`src/design/setpoint_cfg.svh`:
```
`ifndef SETPOINT_CFG_SVH
`define SETPOINT_CFG_SVH

`define CTRL_OFS 8'h00
`define STATUS_OFS 8'h04
`define CH0_BASE 4'h1
`define CH1_BASE 4'h2
`define CTRL_SP2_EN_BIT 0
`define CTRL_SERIAL_RST_BIT 1
`define CFG_STANDBY_BIT 4
`define CFG_BURNOUT_BIT 5
`define CFG_DISP_RST_BIT 6
`define CFG_COLOUR_BIT 7
`define CFG_ENABLE_BIT 8
`define CFG_RESET_VAL 9'h100
`define SP_MIN (-20'sd9999)
`define SP_MAX (20'sd99999)
`define SP_RESET_VAL 18'h00000
`define HYST_MIN 16'h0001
`define HYST_MAX 16'hea5f
`define HYST_RESET_VAL 16'h0001
`define DELAY_MAX 13'h176f
`define DELAY_OFF_LSB 16
`define RESP_OKAY 2'b00
`define RESP_SLVERR 2'b10
`define CLK_PERIOD_NS 100
`define TICK_TIME_NS 100000000
`define TICK_CYCLES (`TICK_TIME_NS / `CLK_PERIOD_NS)

`endif

```
`src/design/setpoint_pkg.sv`:
```
package setpoint_pkg;

    typedef enum logic [1:0] {
        high_balanced_action,
        low_balanced_action,
        high_unbalanced_action,
        low_unbalanced_action
    } action_t;

    typedef enum logic [1:0] {
        auto_reset_mode,
        latch_immediate_mode,
        latch_delay_mode,
        spare_reset_mode
    } reset_mode_t;

endpackage : setpoint_pkg

```
`src/design/pin_sync.sv`:
```
`timescale 1ns/1ps
`default_nettype none
module pin_sync #(
    parameter int W = 2
) (
    input wire logic aclk,
    input wire logic aresetn,
    input wire logic [W-1:0] pin_in,
    output logic [W-1:0] pin_sync_out
);
    typedef struct packed {
        logic [W-1:0] meta;
        logic [W-1:0] stable;
    } sync_state_t;

    sync_state_t st_q;
    sync_state_t st_d;

    always_comb begin
        st_d = st_q;
        st_d.meta = pin_in;
        st_d.stable = st_q.meta;
    end

    always_ff @(posedge aclk) begin
        if (!aresetn) begin
            st_q <= '0;
        end else begin
            st_q <= st_d;
        end
    end

    assign pin_sync_out = st_q.stable;
endmodule : pin_sync
`default_nettype wire

```
`src/design/tenth_tick.sv`:
```
`timescale 1ns/1ps
`default_nettype none
module tenth_tick #(
    parameter int TICK_CYCLES = 1000000
) (
    input wire logic aclk,
    input wire logic aresetn,
    output logic tick
);
    localparam int CW = $clog2(TICK_CYCLES + 1);
    localparam logic [CW-1:0] LAST = CW'(TICK_CYCLES - 1);

    typedef struct packed {
        logic [CW-1:0] cnt;
        logic tick;
    } tick_state_t;

    tick_state_t st_q;
    tick_state_t st_d;

    always_comb begin
        st_d = st_q;
        st_d.tick = 1'b0;
        if (st_q.cnt == LAST) begin
            st_d.cnt = '0;
            st_d.tick = 1'b1;
        end else begin
            st_d.cnt = st_q.cnt + 1'b1;
        end
    end

    always_ff @(posedge aclk) begin
        if (!aresetn) begin
            st_q <= '0;
        end else begin
            st_q <= st_d;
        end
    end

    assign tick = st_q.tick;
endmodule : tenth_tick
`default_nettype wire

```
`src/design/setpoint_alarm_output.sv`:
```
// Our own choices: the register offsets and the AXI4-Lite slave port.
`timescale 1ns/1ps
`default_nettype none
`include "setpoint_cfg.svh"
module setpoint_alarm_output
    import setpoint_pkg::*;
#(
    parameter int NSP = 2,
    parameter int TICK_CYCLES = `TICK_CYCLES
) (
    input wire logic aclk,
    input wire logic aresetn,
    input wire logic [7:0] awaddr,
    input wire logic awvalid,
    output logic awready,
    input wire logic [31:0] wdata,
    input wire logic [3:0] wstrb,
    input wire logic wvalid,
    output logic wready,
    output logic [1:0] bresp,
    output logic bvalid,
    input wire logic bready,
    input wire logic [7:0] araddr,
    input wire logic arvalid,
    output logic arready,
    output logic [31:0] rdata,
    output logic [1:0] rresp,
    output logic rvalid,
    input wire logic rready,
    input wire logic signed [17:0] sample_value,
    input wire logic sample_valid,
    input wire logic probe_fail,
    input wire logic reset_button_pin,
    input wire logic user_input_pin,
    input wire logic display_reset,
    input wire logic reset_src_display,
    input wire logic input_shown,
    input wire logic [1:0] card_setpoints,
    output logic [NSP-1:0] sp_out,
    output logic backlight_alt
);
    typedef struct packed {
        logic bvalid;
        logic [1:0] bresp;
        logic rvalid;
        logic [1:0] rresp;
        logic [31:0] rdata;
        logic sp2_en;
        logic serial_rst;
        logic btn_prev;
        logic usr_prev;
        logic [NSP-1:0][8:0] cfg;
        logic [NSP-1:0][17:0] spv;
        logic [NSP-1:0][15:0] hyst;
        logic [NSP-1:0][12:0] on_dly;
        logic [NSP-1:0][12:0] off_dly;
        logic [NSP-1:0][12:0] cnt;
        logic [NSP-1:0] raw;
        logic [NSP-1:0] blk;
        logic [NSP-1:0] pend;
        logic [NSP-1:0] inh;
        logic [NSP-1:0] lat;
        logic [NSP-1:0] held;
        logic [NSP-1:0] drive;
        logic backlight;
    } state_t;

    state_t st_q;
    state_t st_d;
    logic [1:0] pins_s;
    logic tick;

    pin_sync #(.W(2)) u_sync (
        .aclk(aclk),
        .aresetn(aresetn),
        .pin_in({user_input_pin, reset_button_pin}),
        .pin_sync_out(pins_s)
    );

    tenth_tick #(.TICK_CYCLES(TICK_CYCLES)) u_tick (
        .aclk(aclk),
        .aresetn(aresetn),
        .tick(tick)
    );

    ////////////////////////////////////////////////////////////////////////
    // Register decoding helpers.

    // Returns 0 ctrl, 1 status, 4..7 channel 0, 8..11 channel 1, 15 unmapped.
    function automatic logic [3:0] reg_sel(input logic [7:0] a);
        logic [3:0] s;
        s = 4'hf;
        if (a[1:0] == 2'b00) begin
            if (a == `CTRL_OFS) begin
                s = 4'h0;
            end else if (a == `STATUS_OFS) begin
                s = 4'h1;
            end else if (a[7:4] == `CH0_BASE) begin
                s = {2'b01, a[3:2]};
            end else if (a[7:4] == `CH1_BASE && NSP > 1) begin
                s = {2'b10, a[3:2]};
            end
        end
        return s;
    endfunction : reg_sel

    function automatic logic [31:0] merge(input logic [31:0] old, input logic [31:0] nw,
                                          input logic [3:0] strb);
        logic [31:0] r;
        r = old;
        for (int b = 0; b < 4; b++) begin
            if (strb[b]) begin
                r[b*8 +: 8] = nw[b*8 +: 8];
            end
        end
        return r;
    endfunction : merge

    function automatic logic [12:0] clamp_dly(input logic [15:0] v);
        return (v > 16'(`DELAY_MAX)) ? `DELAY_MAX : v[12:0];
    endfunction : clamp_dly

    function automatic logic [31:0] reg_read(input state_t s, input logic [3:0] sel);
        logic [31:0] r;
        logic ch;
        r = '0;
        ch = sel[3];
        case (sel)
            4'h0: r[`CTRL_SP2_EN_BIT] = s.sp2_en;
            4'h1: r = {23'h0, s.backlight, 2'(s.inh), 2'(s.pend), 2'(s.raw), 2'(s.drive)};
            4'h4, 4'h8: r[8:0] = s.cfg[ch];
            4'h5, 4'h9: r = {{14{s.spv[ch][17]}}, s.spv[ch]};
            4'h6, 4'ha: r[15:0] = s.hyst[ch];
            4'h7, 4'hb: r = {3'h0, s.off_dly[ch], 3'h0, s.on_dly[ch]};
            default: r = '0;
        endcase
        return r;
    endfunction : reg_read

    ////////////////////////////////////////////////////////////////////////
    // Bus slave: write address and data are taken together in one beat.

    assign awready = awvalid && wvalid && !st_q.bvalid;
    assign wready = awready;
    assign arready = !st_q.rvalid;

    ////////////////////////////////////////////////////////////////////////
    // Next state.

    always_comb begin
        logic [3:0] wsel;
        logic [31:0] wv;
        logic [31:0] old;
        logic wch;
        logic man_req;
        logic signed [19:0] v;
        logic signed [19:0] sp;
        logic signed [19:0] h;
        logic signed [19:0] hb;
        logic signed [19:0] on_pt;
        logic signed [19:0] off_pt;
        logic high;
        logic trig_on;
        logic trig_off;
        logic active;
        logic target;
        logic [12:0] dsel;
        action_t act;
        reset_mode_t mode;
        wsel = reg_sel(awaddr);
        wv = '0;
        old = '0;
        wch = wsel[3];
        man_req = 1'b0;
        v = '0;
        sp = '0;
        h = '0;
        hb = '0;
        on_pt = '0;
        off_pt = '0;
        high = 1'b0;
        trig_on = 1'b0;
        trig_off = 1'b0;
        active = 1'b0;
        target = 1'b0;
        dsel = '0;
        act = high_balanced_action;
        mode = auto_reset_mode;
        st_d = st_q;
        st_d.serial_rst = 1'b0;
        st_d.btn_prev = pins_s[0];
        st_d.usr_prev = pins_s[1];

        if (st_q.bvalid && bready) begin
            st_d.bvalid = 1'b0;
        end
        if (awready) begin
            st_d.bvalid = 1'b1;
            st_d.bresp = (wsel == 4'hf || wsel == 4'h1) ? `RESP_SLVERR : `RESP_OKAY;
            old = reg_read(st_q, wsel);
            wv = merge(old, wdata, wstrb);
            case (wsel)
                4'h0: begin
                    st_d.sp2_en = wv[`CTRL_SP2_EN_BIT];
                    st_d.serial_rst = wv[`CTRL_SERIAL_RST_BIT];
                end
                4'h4, 4'h8: st_d.cfg[wch] = wv[8:0];
                4'h5, 4'h9: begin
                    if ($signed(wv) < 32'(`SP_MIN)) begin
                        st_d.spv[wch] = 18'(`SP_MIN);
                    end else if ($signed(wv) > 32'(`SP_MAX)) begin
                        st_d.spv[wch] = 18'(`SP_MAX);
                    end else begin
                        st_d.spv[wch] = wv[17:0];
                    end
                end
                4'h6, 4'ha: begin
                    st_d.hyst[wch] = (wv[15:0] < `HYST_MIN) ? `HYST_MIN :
                                     (wv[15:0] > `HYST_MAX) ? `HYST_MAX : wv[15:0];
                end
                4'h7, 4'hb: begin
                    st_d.on_dly[wch] = clamp_dly(wv[15:0]);
                    st_d.off_dly[wch] = clamp_dly(wv[31:16]);
                end
                default: ;
            endcase
        end
        if (st_q.rvalid && rready) begin
            st_d.rvalid = 1'b0;
        end
        if (arvalid && arready) begin
            st_d.rvalid = 1'b1;
            st_d.rresp = (reg_sel(araddr) == 4'hf) ? `RESP_SLVERR : `RESP_OKAY;
            st_d.rdata = reg_read(st_q, reg_sel(araddr));
        end

        st_d.backlight = 1'b0;
        for (int i = 0; i < NSP; i++) begin
            act = action_t'(st_q.cfg[i][1:0]);
            mode = reset_mode_t'(st_q.cfg[i][3:2]);
            active = st_q.cfg[i][`CFG_ENABLE_BIT] && (i < int'(card_setpoints))
                     && (i == 0 || st_q.sp2_en);
            man_req = (pins_s[0] && !st_q.btn_prev) || (pins_s[1] && !st_q.usr_prev)
                      || st_q.serial_rst || (display_reset && reset_src_display
                      && input_shown && st_q.cfg[i][`CFG_DISP_RST_BIT]);
            v = 20'(sample_value);
            sp = 20'($signed(st_q.spv[i]));
            h = 20'(st_q.hyst[i]);
            hb = h >>> 1;
            high = (act == high_balanced_action) || (act == high_unbalanced_action);
            case (act)
                high_balanced_action: begin
                    on_pt = sp + hb;
                    off_pt = sp - (h - hb);
                end
                low_balanced_action: begin
                    on_pt = sp - hb;
                    off_pt = sp + (h - hb);
                end
                high_unbalanced_action: begin
                    on_pt = sp;
                    off_pt = sp - h;
                end
                default: begin
                    on_pt = sp;
                    off_pt = sp + h;
                end
            endcase
            trig_on = high ? (v >= on_pt) : (v <= on_pt);
            trig_off = high ? (v <= off_pt) : (v >= off_pt);

            // Requests act first so that a sample in the same cycle still sets.
            if (man_req && active) begin
                case (mode)
                    auto_reset_mode: begin
                        st_d.held[i] = 1'b0;
                        st_d.blk[i] = 1'b1;
                    end
                    latch_immediate_mode: begin
                        st_d.lat[i] = 1'b0;
                        st_d.held[i] = 1'b0;
                        st_d.blk[i] = 1'b1;
                    end
                    latch_delay_mode: st_d.pend[i] = st_q.lat[i] || st_q.pend[i];
                    default: ;
                endcase
            end
            if (sample_valid) begin
                if (trig_on) begin
                    st_d.raw[i] = 1'b1;
                    st_d.inh[i] = 1'b0;
                    if (!st_q.blk[i] && mode != auto_reset_mode) begin
                        st_d.lat[i] = 1'b1;
                    end
                end else if (trig_off) begin
                    st_d.raw[i] = 1'b0;
                    st_d.blk[i] = 1'b0;
                    if (st_q.pend[i]) begin
                        st_d.lat[i] = 1'b0;
                        st_d.pend[i] = 1'b0;
                    end
                end
            end

            target = (mode == auto_reset_mode) ? (st_q.raw[i] && !st_q.blk[i]) : st_q.lat[i];
            if (!active || (st_q.cfg[i][`CFG_STANDBY_BIT] && st_q.inh[i])) begin
                target = 1'b0;
            end
            dsel = st_q.held[i] ? st_q.off_dly[i] : st_q.on_dly[i];
            if (man_req && active && mode != latch_delay_mode) begin
                st_d.cnt[i] = '0;
            end else if (target != st_q.held[i]) begin
                if (dsel == '0) begin
                    st_d.held[i] = target;
                    st_d.cnt[i] = '0;
                end else if (tick) begin
                    if (st_q.cnt[i] + 13'h0001 >= dsel) begin
                        st_d.held[i] = target;
                        st_d.cnt[i] = '0;
                    end else begin
                        st_d.cnt[i] = st_q.cnt[i] + 13'h0001;
                    end
                end
            end else begin
                st_d.cnt[i] = '0;
            end

            st_d.drive[i] = !active ? 1'b0 :
                            probe_fail ? st_q.cfg[i][`CFG_BURNOUT_BIT] : st_q.held[i];
            if (st_q.drive[i] && st_q.cfg[i][`CFG_COLOUR_BIT]) begin
                st_d.backlight = 1'b1;
            end
        end
    end

    always_ff @(posedge aclk) begin
        if (!aresetn) begin
            st_q <= '0;
            st_q.inh <= '1;
            st_q.cfg <= {NSP{`CFG_RESET_VAL}};
            st_q.hyst <= {NSP{`HYST_RESET_VAL}};
            st_q.spv <= {NSP{`SP_RESET_VAL}};
        end else begin
            st_q <= st_d;
        end
    end

    assign bvalid = st_q.bvalid;
    assign bresp = st_q.bresp;
    assign rvalid = st_q.rvalid;
    assign rresp = st_q.rresp;
    assign rdata = st_q.rdata;
    assign sp_out = st_q.drive;
    assign backlight_alt = st_q.backlight;

    logic act0;
    reset_mode_t mode0;
    logic req0;
    assign act0 = st_q.cfg[0][`CFG_ENABLE_BIT] && (card_setpoints != 2'b00);
    assign mode0 = reset_mode_t'(st_q.cfg[0][3:2]);
    assign req0 = st_q.serial_rst && act0;
endmodule : setpoint_alarm_output
`default_nettype wire

```
`config.mk`:
```
export PLATFORM = sky130hd
export DESIGN_NAME = setpoint_alarm_output
export DESIGN_NICKNAME = d
export VERILOG_FILES = /design/src/design/setpoint_pkg.sv /design/src/design/pin_sync.sv /design/src/design/tenth_tick.sv /design/src/design/setpoint_alarm_output.sv
export VERILOG_INCLUDE_DIRS = /design/src /design/src/design
export SDC_FILE = /design/constraint.sdc
export NUM_CORES = 1
export LEC_CHECK = 0
export ABC_AREA = 1
export BUFFER_PORTS_ARGS = -buffer_cell sky130_fd_sc_hd__buf_2
export CORE_MARGIN = 2
export CORE_UTILIZATION = 25
export DETAILED_ROUTE_END_ITERATION = 10
export GPL_ROUTABILITY_DRIVEN = 0
export PLACE_DENSITY = 0.4
export SLEW_MARGIN = 20
export SYNTH_ARGS = -nofsm -noshare
export SYNTH_HDL_FRONTEND = slang
export SYNTH_SLANG_ARGS = --single-unit
```
`constraint.sdc`:
```
create_clock -name aclk -period 13.85 [get_ports aclk]
set_input_delay 1.385 -clock aclk [delete_from_list [all_inputs] [get_ports aclk]]
set_output_delay 1.385 -clock aclk [all_outputs]
set_load 0.05 [all_outputs]
```
==> results.sh, run 1 <==
export IMPL_hold_path_depth=2
export IMPL_grt_max_degree=89
export IMPL_synth_distinct_cells=61
export IMPL_setup_viol=0
export IMPL_antenna_found_initial=2
export IMPL_fin_tns_setup_ps=0
export IMPL_drv_slew=0
export IMPL_ys_ff_latch=242
export IMPL_maxCapViolations=0
export IMPL_first_global_vias=24880
export IMPL_postCtsHoldBufs=0
export IMPL_ys_seq_area_share_pct=19.74
export IMPL_slowest_delay_ps=570
export IMPL_synth_main_ff_cell="dfxtp_1"
export IMPL_drtIter0Drc=2020
export IMPL_synth_edff_count=0
export IMPL_grt_use_met2_pct=35.42
export IMPL_die_area_sq_um=100700
export IMPL_synth_compound_area_share_pct=23.63
export IMPL_dieHeight_um=317.3
export IMPL_clock_skew_ps=19.15
export IMPL_vias_per_cell=4.998
export IMPL_synth_simple_gate_area_share_pct=26.93
export IMPL_startpoint_type="flip-flop"
export IMPL_io_pins=130
export IMPL_arrival_ps=8590
export IMPL_portBuffers=127
export IMPL_status="finished clean"
export IMPL_htreeDepth=1
export IMPL_start_util_pct=25.30
export IMPL_syn_avg_cell_area_sq_um=6.211
export IMPL_min_period_ps=8103
export IMPL_post_cts_buffers=0
export IMPL_rows=114
export IMPL_clock_sinks=242
export IMPL_nets=4302
export IMPL_synth_xor_area_share_pct=4.497
export IMPL_grt_usage_pct=21.80
export IMPL_routed_wl_mm=112.5
export IMPL_cellPowerDensity_nw_per_um2=74.58
export IMPL_gr_total_overflow=0
export IMPL_grt_pass1_wl_mm=164.8
export IMPL_synthArstFlopShare_pct=0
export IMPL_hold_path_class="flip-flop to flip-flop"
export IMPL_drive_above_1_share_pct=7.313
export IMPL_synthMuxAreaShare_pct=0.08158
export IMPL_die_w_um=317.3
export IMPL_wl_per_cell_um=21.34
export IMPL_syn_area_sq_um=24540
export IMPL_clockRootBuffer="clkbuf_16"
export IMPL_drc=0
export IMPL_area_growth_synth_to_final_pct=10.71
export IMPL_fill_cells=11080
export IMPL_diodes=0
export IMPL_fin_ws_ps=5747
export IMPL_synthAdderAreaFrac_pct=12.78
export IMPL_core_sq_um=96990
export IMPL_top_usage_layer="met2"
export IMPL_cp_slowest_cell="dfxtp_1"
export IMPL_grt_use_met1_pct=30.88
export IMPL_ys_warn_count=0
export IMPL_multi_input_area_sq_um=16700
export IMPL_reg2reg_depth=38
export IMPL_ir_worst_vdd_mv=0.1045
export IMPL_p_leak_nw=12.67
export IMPL_clockBufferDepth=3
export IMPL_via_count=26330
export IMPL_ant_nets=0
export IMPL_insertion_delay_ps=590
export IMPL_cts_buffers=30
export IMPL_hold_viol_final=0
export IMPL_dp_hpwl_mm=88.96
export IMPL_drt_pass1_iter_count=5
export IMPL_worst_pin_slew_ps=1106
export IMPL_grt_use_met3_pct=1.356
export IMPL_synth_top_family_by_area="simple AND/OR/NAND/NOR gates"
export IMPL_tritoncts="yes"
export IMPL_fmax_ghz=0.1234
export IMPL_rsz0062_at_grt="no"
export IMPL_ctsResizeCount=0
export IMPL_cts_reportedPaths_clkPinSlew_ps=70
export IMPL_seqCellArea_sq_um=4845
export IMPL_crit_type="flip-flop to flip-flop"
export IMPL_max_slew_margin_pct=25.50
export IMPL_cp_end_kind="flip-flop"
export IMPL_fin_crit_sh_pct=58.50
export IMPL_whs_ps=413.1
export IMPL_path_max_fanout=9
export IMPL_postSynthCellCount=3951
export IMPL_dp_slack_ps=5923
export IMPL_cp_required_ps=14330
[where the power goes]
| group | internal [mW] | total (mW) | leakage [nW] | switching [mW] |
|---|---|---|---|---|
| Sequential | 0.707 | 0.715 | 1.96 | 0.00833 |
| Combinational | 0.142 | 0.470 | 10.2 | 0.329 |
| Clock | 0.490 | 0.841 | 0.510 | 0.351 |
[path summary, 6_finish.rpt]
path / startpoint / endpoint / slack [ps]
setup / recovery: st_q[93] / st_q[5] / 5750
hold / removal: u_sync.st_d[0] / u_sync.pin_sync_out[0] / 410
setup reg to reg: st_q[93] / st_q[5] / 5750
hold reg to reg: u_sync.st_d[0] / u_sync.pin_sync_out[0] / 410
[cell families (layout without fill, tap and decap cells)]
logic type      count (synthesis)  in the layout
simple gates                 1555           1555
compound gates               1041           1041
buf+inv                       737            778
fa+ha+maj                     247            247
flops                         242            242
xor+xnor                      126            126
mux                             2              2
other cells                     1              2
[cell usage in the layout (no fill, tap or decap), types with 15 or more instances in the layout]
cell / synthesis / layout
a21oi_1: 379 / 379
a22oi_1: 21 / 21
buf_2: 8 / 126
buf_4: 48 / 32
clkbuf_16: 0 / 31
dfxtp_1: 242 / 242
ha_1: 241 / 241
inv_1: 545 / 543
nand2_1: 824 / 824
nand2_2: 15 / 15
nand3_1: 174 / 173
nand4_1: 46 / 46
nor2_1: 366 / 366
nor3_1: 52 / 51
o211ai_1: 56 / 56
o21ai_0: 398 / 398
o21ai_1: 50 / 50
o221ai_1: 24 / 24
or2_2: 22 / 22
xnor2_1: 29 / 29
xor2_1: 97 / 97
[per-stage QoR]
stage | cell area (sq um) | utilization [%] | total power, mW | instances
finish | 27170 | 28.01 | 2.026 | 5269
detailed placement | 26130 | 26.94 | 1.201 | 5213
CTS | 27170 | 28.01 | 2.043 | 5269
global route | 27170 | 28.01 | 2.127 | 5269
floorplan | 24540 | - | 1.038 | 3952
global placement | 26130 | 26.94 | 1.204 | 5213
[layout make-up]
| type | count | area share, % |
|---|---|---|
| inverter | 564 | 7.797 |
| sequential | 242 | 17.83 |
| clock buffer | 46 | 3.505 |
| tap | 1276 | 5.877 |
| multi-input combinational | 2973 | 61.47 |
| timing repair buffer | 158 | 3.205 |
| clock inverter | 10 | 0.3178 |
[routing by layer]
| layer | up-vias | routed length (um) |
|---|---|---|
| li1 | 13140 | - |
| met1 | 12270 | 53220 |
| met2 | 811 | 49990 |
| met3 | 114 | 5659 |
| met4 | 0 | 3592 |
| met5 | - | 0 |
[sequential cells by signal (all words and copies together), names as in the netlist, 2 cells and up]
signal	flops
st_q	178
u_tick.st_q	20
u_sync.pin_sync_out	2
rdata	30
mode0	2
u_sync.st_d	2
sp_out	2
[synth_stat cells, types with 5 or more instances]
cell type / instances / share of area, %
nand2_1: 824 / 13
inv_1: 545 / 8.3
o21ai_0: 398 / 8.1
a21oi_1: 379 / 7.7
nor2_1: 366 / 5.6
dfxtp_1: 242 / 20
ha_1: 241 / 12
nand3_1: 174 / 3.5
clkbuf_1: 98 / 1.5
xor2_1: 97 / 3.5
o211ai_1: 56 / 1.7
nor3_1: 52 / 1.1
o21ai_1: 50 / 1.0
buf_4: 48 / 1.5
nand4_1: 46 / 1.2
xnor2_1: 29 / 1.0
o221ai_1: 24 / 0.86
or2_2: 22 / 0.56
a22oi_1: 21 / 0.64
nand2_2: 15 / 0.38
nor4_1: 12 / 0.31
o2111ai_1: 12 / 0.43
o21a_1: 12 / 0.37
o22ai_1: 12 / 0.31
o31ai_1: 12 / 0.37
a211oi_1: 11 / 0.34
o21bai_1: 11 / 0.34
a31oi_1: 10 / 0.25
buf_1: 10 / 0.15
clkinv_1: 10 / 0.15
nor3b_1: 10 / 0.31
buf_6: 9 / 0.41
inv_2: 9 / 0.14
buf_2: 8 / 0.16
a31o_2: 6 / 0.21
fa_1: 6 / 0.49
nor2_4: 6 / 0.28
nor2_2: 5 / 0.13
[worst max-delay path, delay by kind of cell (launching register included)]
| kind | cells | cell delay [ps] |
|---|---|---|
| AND/OR/NAND/NOR | 19 | 3750 |
| AO/OA/AOI/OAI | 8 | 1440 |
| adder cells (fa/ha/maj) | 4 | 1270 |
| multiplexers | 1 | 120 |
| XOR/XNOR | 2 | 400 |
| flip-flops | 1 | 570 |
| buffers and inverters | 4 | 420 |
No activity file was read; power rests on OpenSTA's default activity.
==> inputs of run 2 (changes only) <==
--- a/config.mk
+++ b/config.mk
@@ -12,7 +12,7 @@
 export CORE_UTILIZATION = 25
 export DETAILED_ROUTE_END_ITERATION = 10
 export GPL_ROUTABILITY_DRIVEN = 0
-export PLACE_DENSITY = 0.4
+export PLACE_DENSITY = 0.42
 export SLEW_MARGIN = 20
 export SYNTH_ARGS = -nofsm -noshare
 export SYNTH_HDL_FRONTEND = slang
==> constraint.sdc (replaced) <==
create_clock -name aclk -period 6.6 [get_ports aclk]
set_input_delay 0.66 -clock aclk [delete_from_list [all_inputs] [get_ports aclk]]
set_output_delay 0.66 -clock aclk [all_outputs]
set_load 0.05 [all_outputs]
==> run 2 against run 1 <==
Compared with the run above: non-clock buffer count up 315; first-iteration DRC count up 5.6%; critical endpoint is now st_q[9]; sequential share of layout area down 1.8 points.
==> results.sh, run 2 (synthesized netlist as in run 1, its figures left out) <==
export IMPL_drt_pass1_iter_count=6
export IMPL_r2r_start="st_q[93]"
export IMPL_core_sq_um=96990
export IMPL_largest_reg_flops=178
export IMPL_slowest_delay_ps=600
export IMPL_drv_slew=0
export IMPL_hold_viol_final=0
export IMPL_clockBufferDepth=3
export IMPL_gr_total_overflow=0
export IMPL_cp_slowest_cell="fa_2"
export IMPL_path_max_fanout=3
export IMPL_drc=0
export IMPL_multi_input_area_sq_um=17340
export IMPL_rrSetupSlack_ps=100
export IMPL_dp_cells=5509
export IMPL_reg2reg_depth=41
export IMPL_whs_ps=244.6
export IMPL_dp_slack_ps=-699.6
export IMPL_mostFrequentLayoutCell="nand2_1"
export IMPL_maxCapViolations=0
export IMPL_postCtsHoldBufs=0
export IMPL_dp_hpwl_mm=90.32
export IMPL_vias_per_cell=4.914
export IMPL_fin_util_pct=31.12
export IMPL_antenna_found_initial=3
export IMPL_fmax_ghz=0.1538
export IMPL_crit_type="flip-flop to flip-flop"
export IMPL_drtIter0Drc=2134
export IMPL_cts_reportedPaths_clkPinSlew_ps=60
export IMPL_cp_startpoint="st_q[93]"
export IMPL_min_period_ps=6501
export IMPL_power_total_mw=4.304
export IMPL_die_w_um=317.3
export IMPL_dpl_instance_area_sq_um=28380
export IMPL_cts_buffers=30
export IMPL_cp_end_kind="flip-flop"
export IMPL_routed_wl_mm=112.6
export IMPL_holdCritStartpoint="user_input_pin"
export IMPL_r2r_end="st_q[9]"
export IMPL_worstHoldEndpoint="u_sync.st_d[1]"
export IMPL_nets=4617
export IMPL_final_cells=5583
export IMPL_top_register="st_q"
export IMPL_dieHeight_um=317.3
export IMPL_area_growth_synth_to_final_pct=23.02
export IMPL_tritoncts="yes"
export IMPL_fin_ws_ps=98.73
export IMPL_portBuffers=127
export IMPL_clock_skew_ps=23.50
export IMPL_grt_max_degree=80
export IMPL_seqCellArea_sq_um=4855
export IMPL_start_util_pct=25.30
export IMPL_via_count=27440
export IMPL_status="finished clean"
export IMPL_fill_cells=10890
export IMPL_startpoint_type="flip-flop"
export IMPL_ir_worst_vdd_mv=0.2092
export IMPL_clockRootBuffer="clkbuf_16"
export IMPL_drive_above_1_share_pct=16.95
export IMPL_hold_path_class="input pin to flip-flop"
export IMPL_arrival_ps=6960
export IMPL_fin_tns_setup_ps=0
export IMPL_rsz0062_at_grt="yes"
export IMPL_cp_required_ps=7060
export IMPL_rows=114
export IMPL_die_area_sq_um=100700
export IMPL_grt_usage_pct=21.90
export IMPL_htreeDepth=1
export IMPL_wl_per_cell_um=20.18
export IMPL_clock_sinks=242
export IMPL_cellPowerDensity_nw_per_um2=142.6
export IMPL_ant_nets=0
export IMPL_final_cell_mix="809 x nand2_1, 531 x inv_1, 372 x o21ai_0, 362 x a21oi_1, 346 x nor2_1"
export IMPL_finish_instance_area_sq_um=30190
export IMPL_max_slew_margin_pct=32.37
export IMPL_fin_crit_sh_pct=98.50
export IMPL_first_global_vias=25890
export IMPL_setup_viol=0
export IMPL_worst_pin_slew_ps=1013
export IMPL_io_pins=130
export IMPL_insertion_delay_ps=610
export IMPL_hold_path_depth=3
export IMPL_grt_pass1_wl_mm=166.3
export IMPL_p_leak_nw=14.29
run 2: cell types whose count changed in the layout (fill, tap and decap cells not counted), moves of 14 or more:
cell / before / now
buf_4: 32 / 345
o21ai_0: 398 / 372
nor2_1: 366 / 346
o21ai_1: 50 / 69
a21oi_1: 379 / 362
a21oi_2: 0 / 16
nor2_2: 5 / 21
nand2_1: 824 / 809
ha_1: 241 / 227
nand2_2: 15 / 29
run 2: worst max path at each step:
stage	slack, ps	to
floorplan	20	st_q[5]
global placement	-580	st_q[5]
detailed placement	-700	st_q[5]
CTS	2	st_q[9]
global route	-390	st_q[9]
finish	100	st_q[9]
run 2: where the power goes:
group          total (mW)  switching, mW  internal (mW)
clock network        1.75          0.716           1.03
logic                1.03          0.680          0.346
registers            1.53         0.0487           1.48
total                4.30           1.45           2.86
run 2: final cells by class:
class,count,share of cell area (%)
multi-input combinational,2973,57.45
clock buffer,45,3.042
timing repair buffer,473,10.77
tap,1276,5.289
inverter,564,7.025
clock inverter,9,0.3274
sequential,242,16.08
antenna,1,0.008289
run 2: metal layers:
layer | track usage [%] | wire [um] | up-vias
li1 | - | - | 13770
met1 | 30.81 | 53480 | 12750
met2 | 35.27 | 49550 | 765
met3 | 1.591 | 5416 | 154
met4 | 7.288 | 4199 | 0
met5 | 0 | 0 | -
run 2: worst max-delay path, delay by kind of cell, from the launching register on:
| kind | cells | cell delay, ps |
|---|---|---|
| compound gates | 5 | 590 |
| xor+xnor | 1 | 80 |
| fa+ha+maj | 5 | 1470 |
| buf+inv | 6 | 270 |
| flops | 1 | 330 |
| mux | 1 | 290 |
| simple gates | 23 | 3340 |
run 2: repair_timing:
action                                  in CTS  in global routing
endpoints found under the setup margin       8                 10
endpoints found under the hold margin        0                  0
setup buffers                                7                 14
gates resized for setup                     47                135
pin swaps                                   20                 75
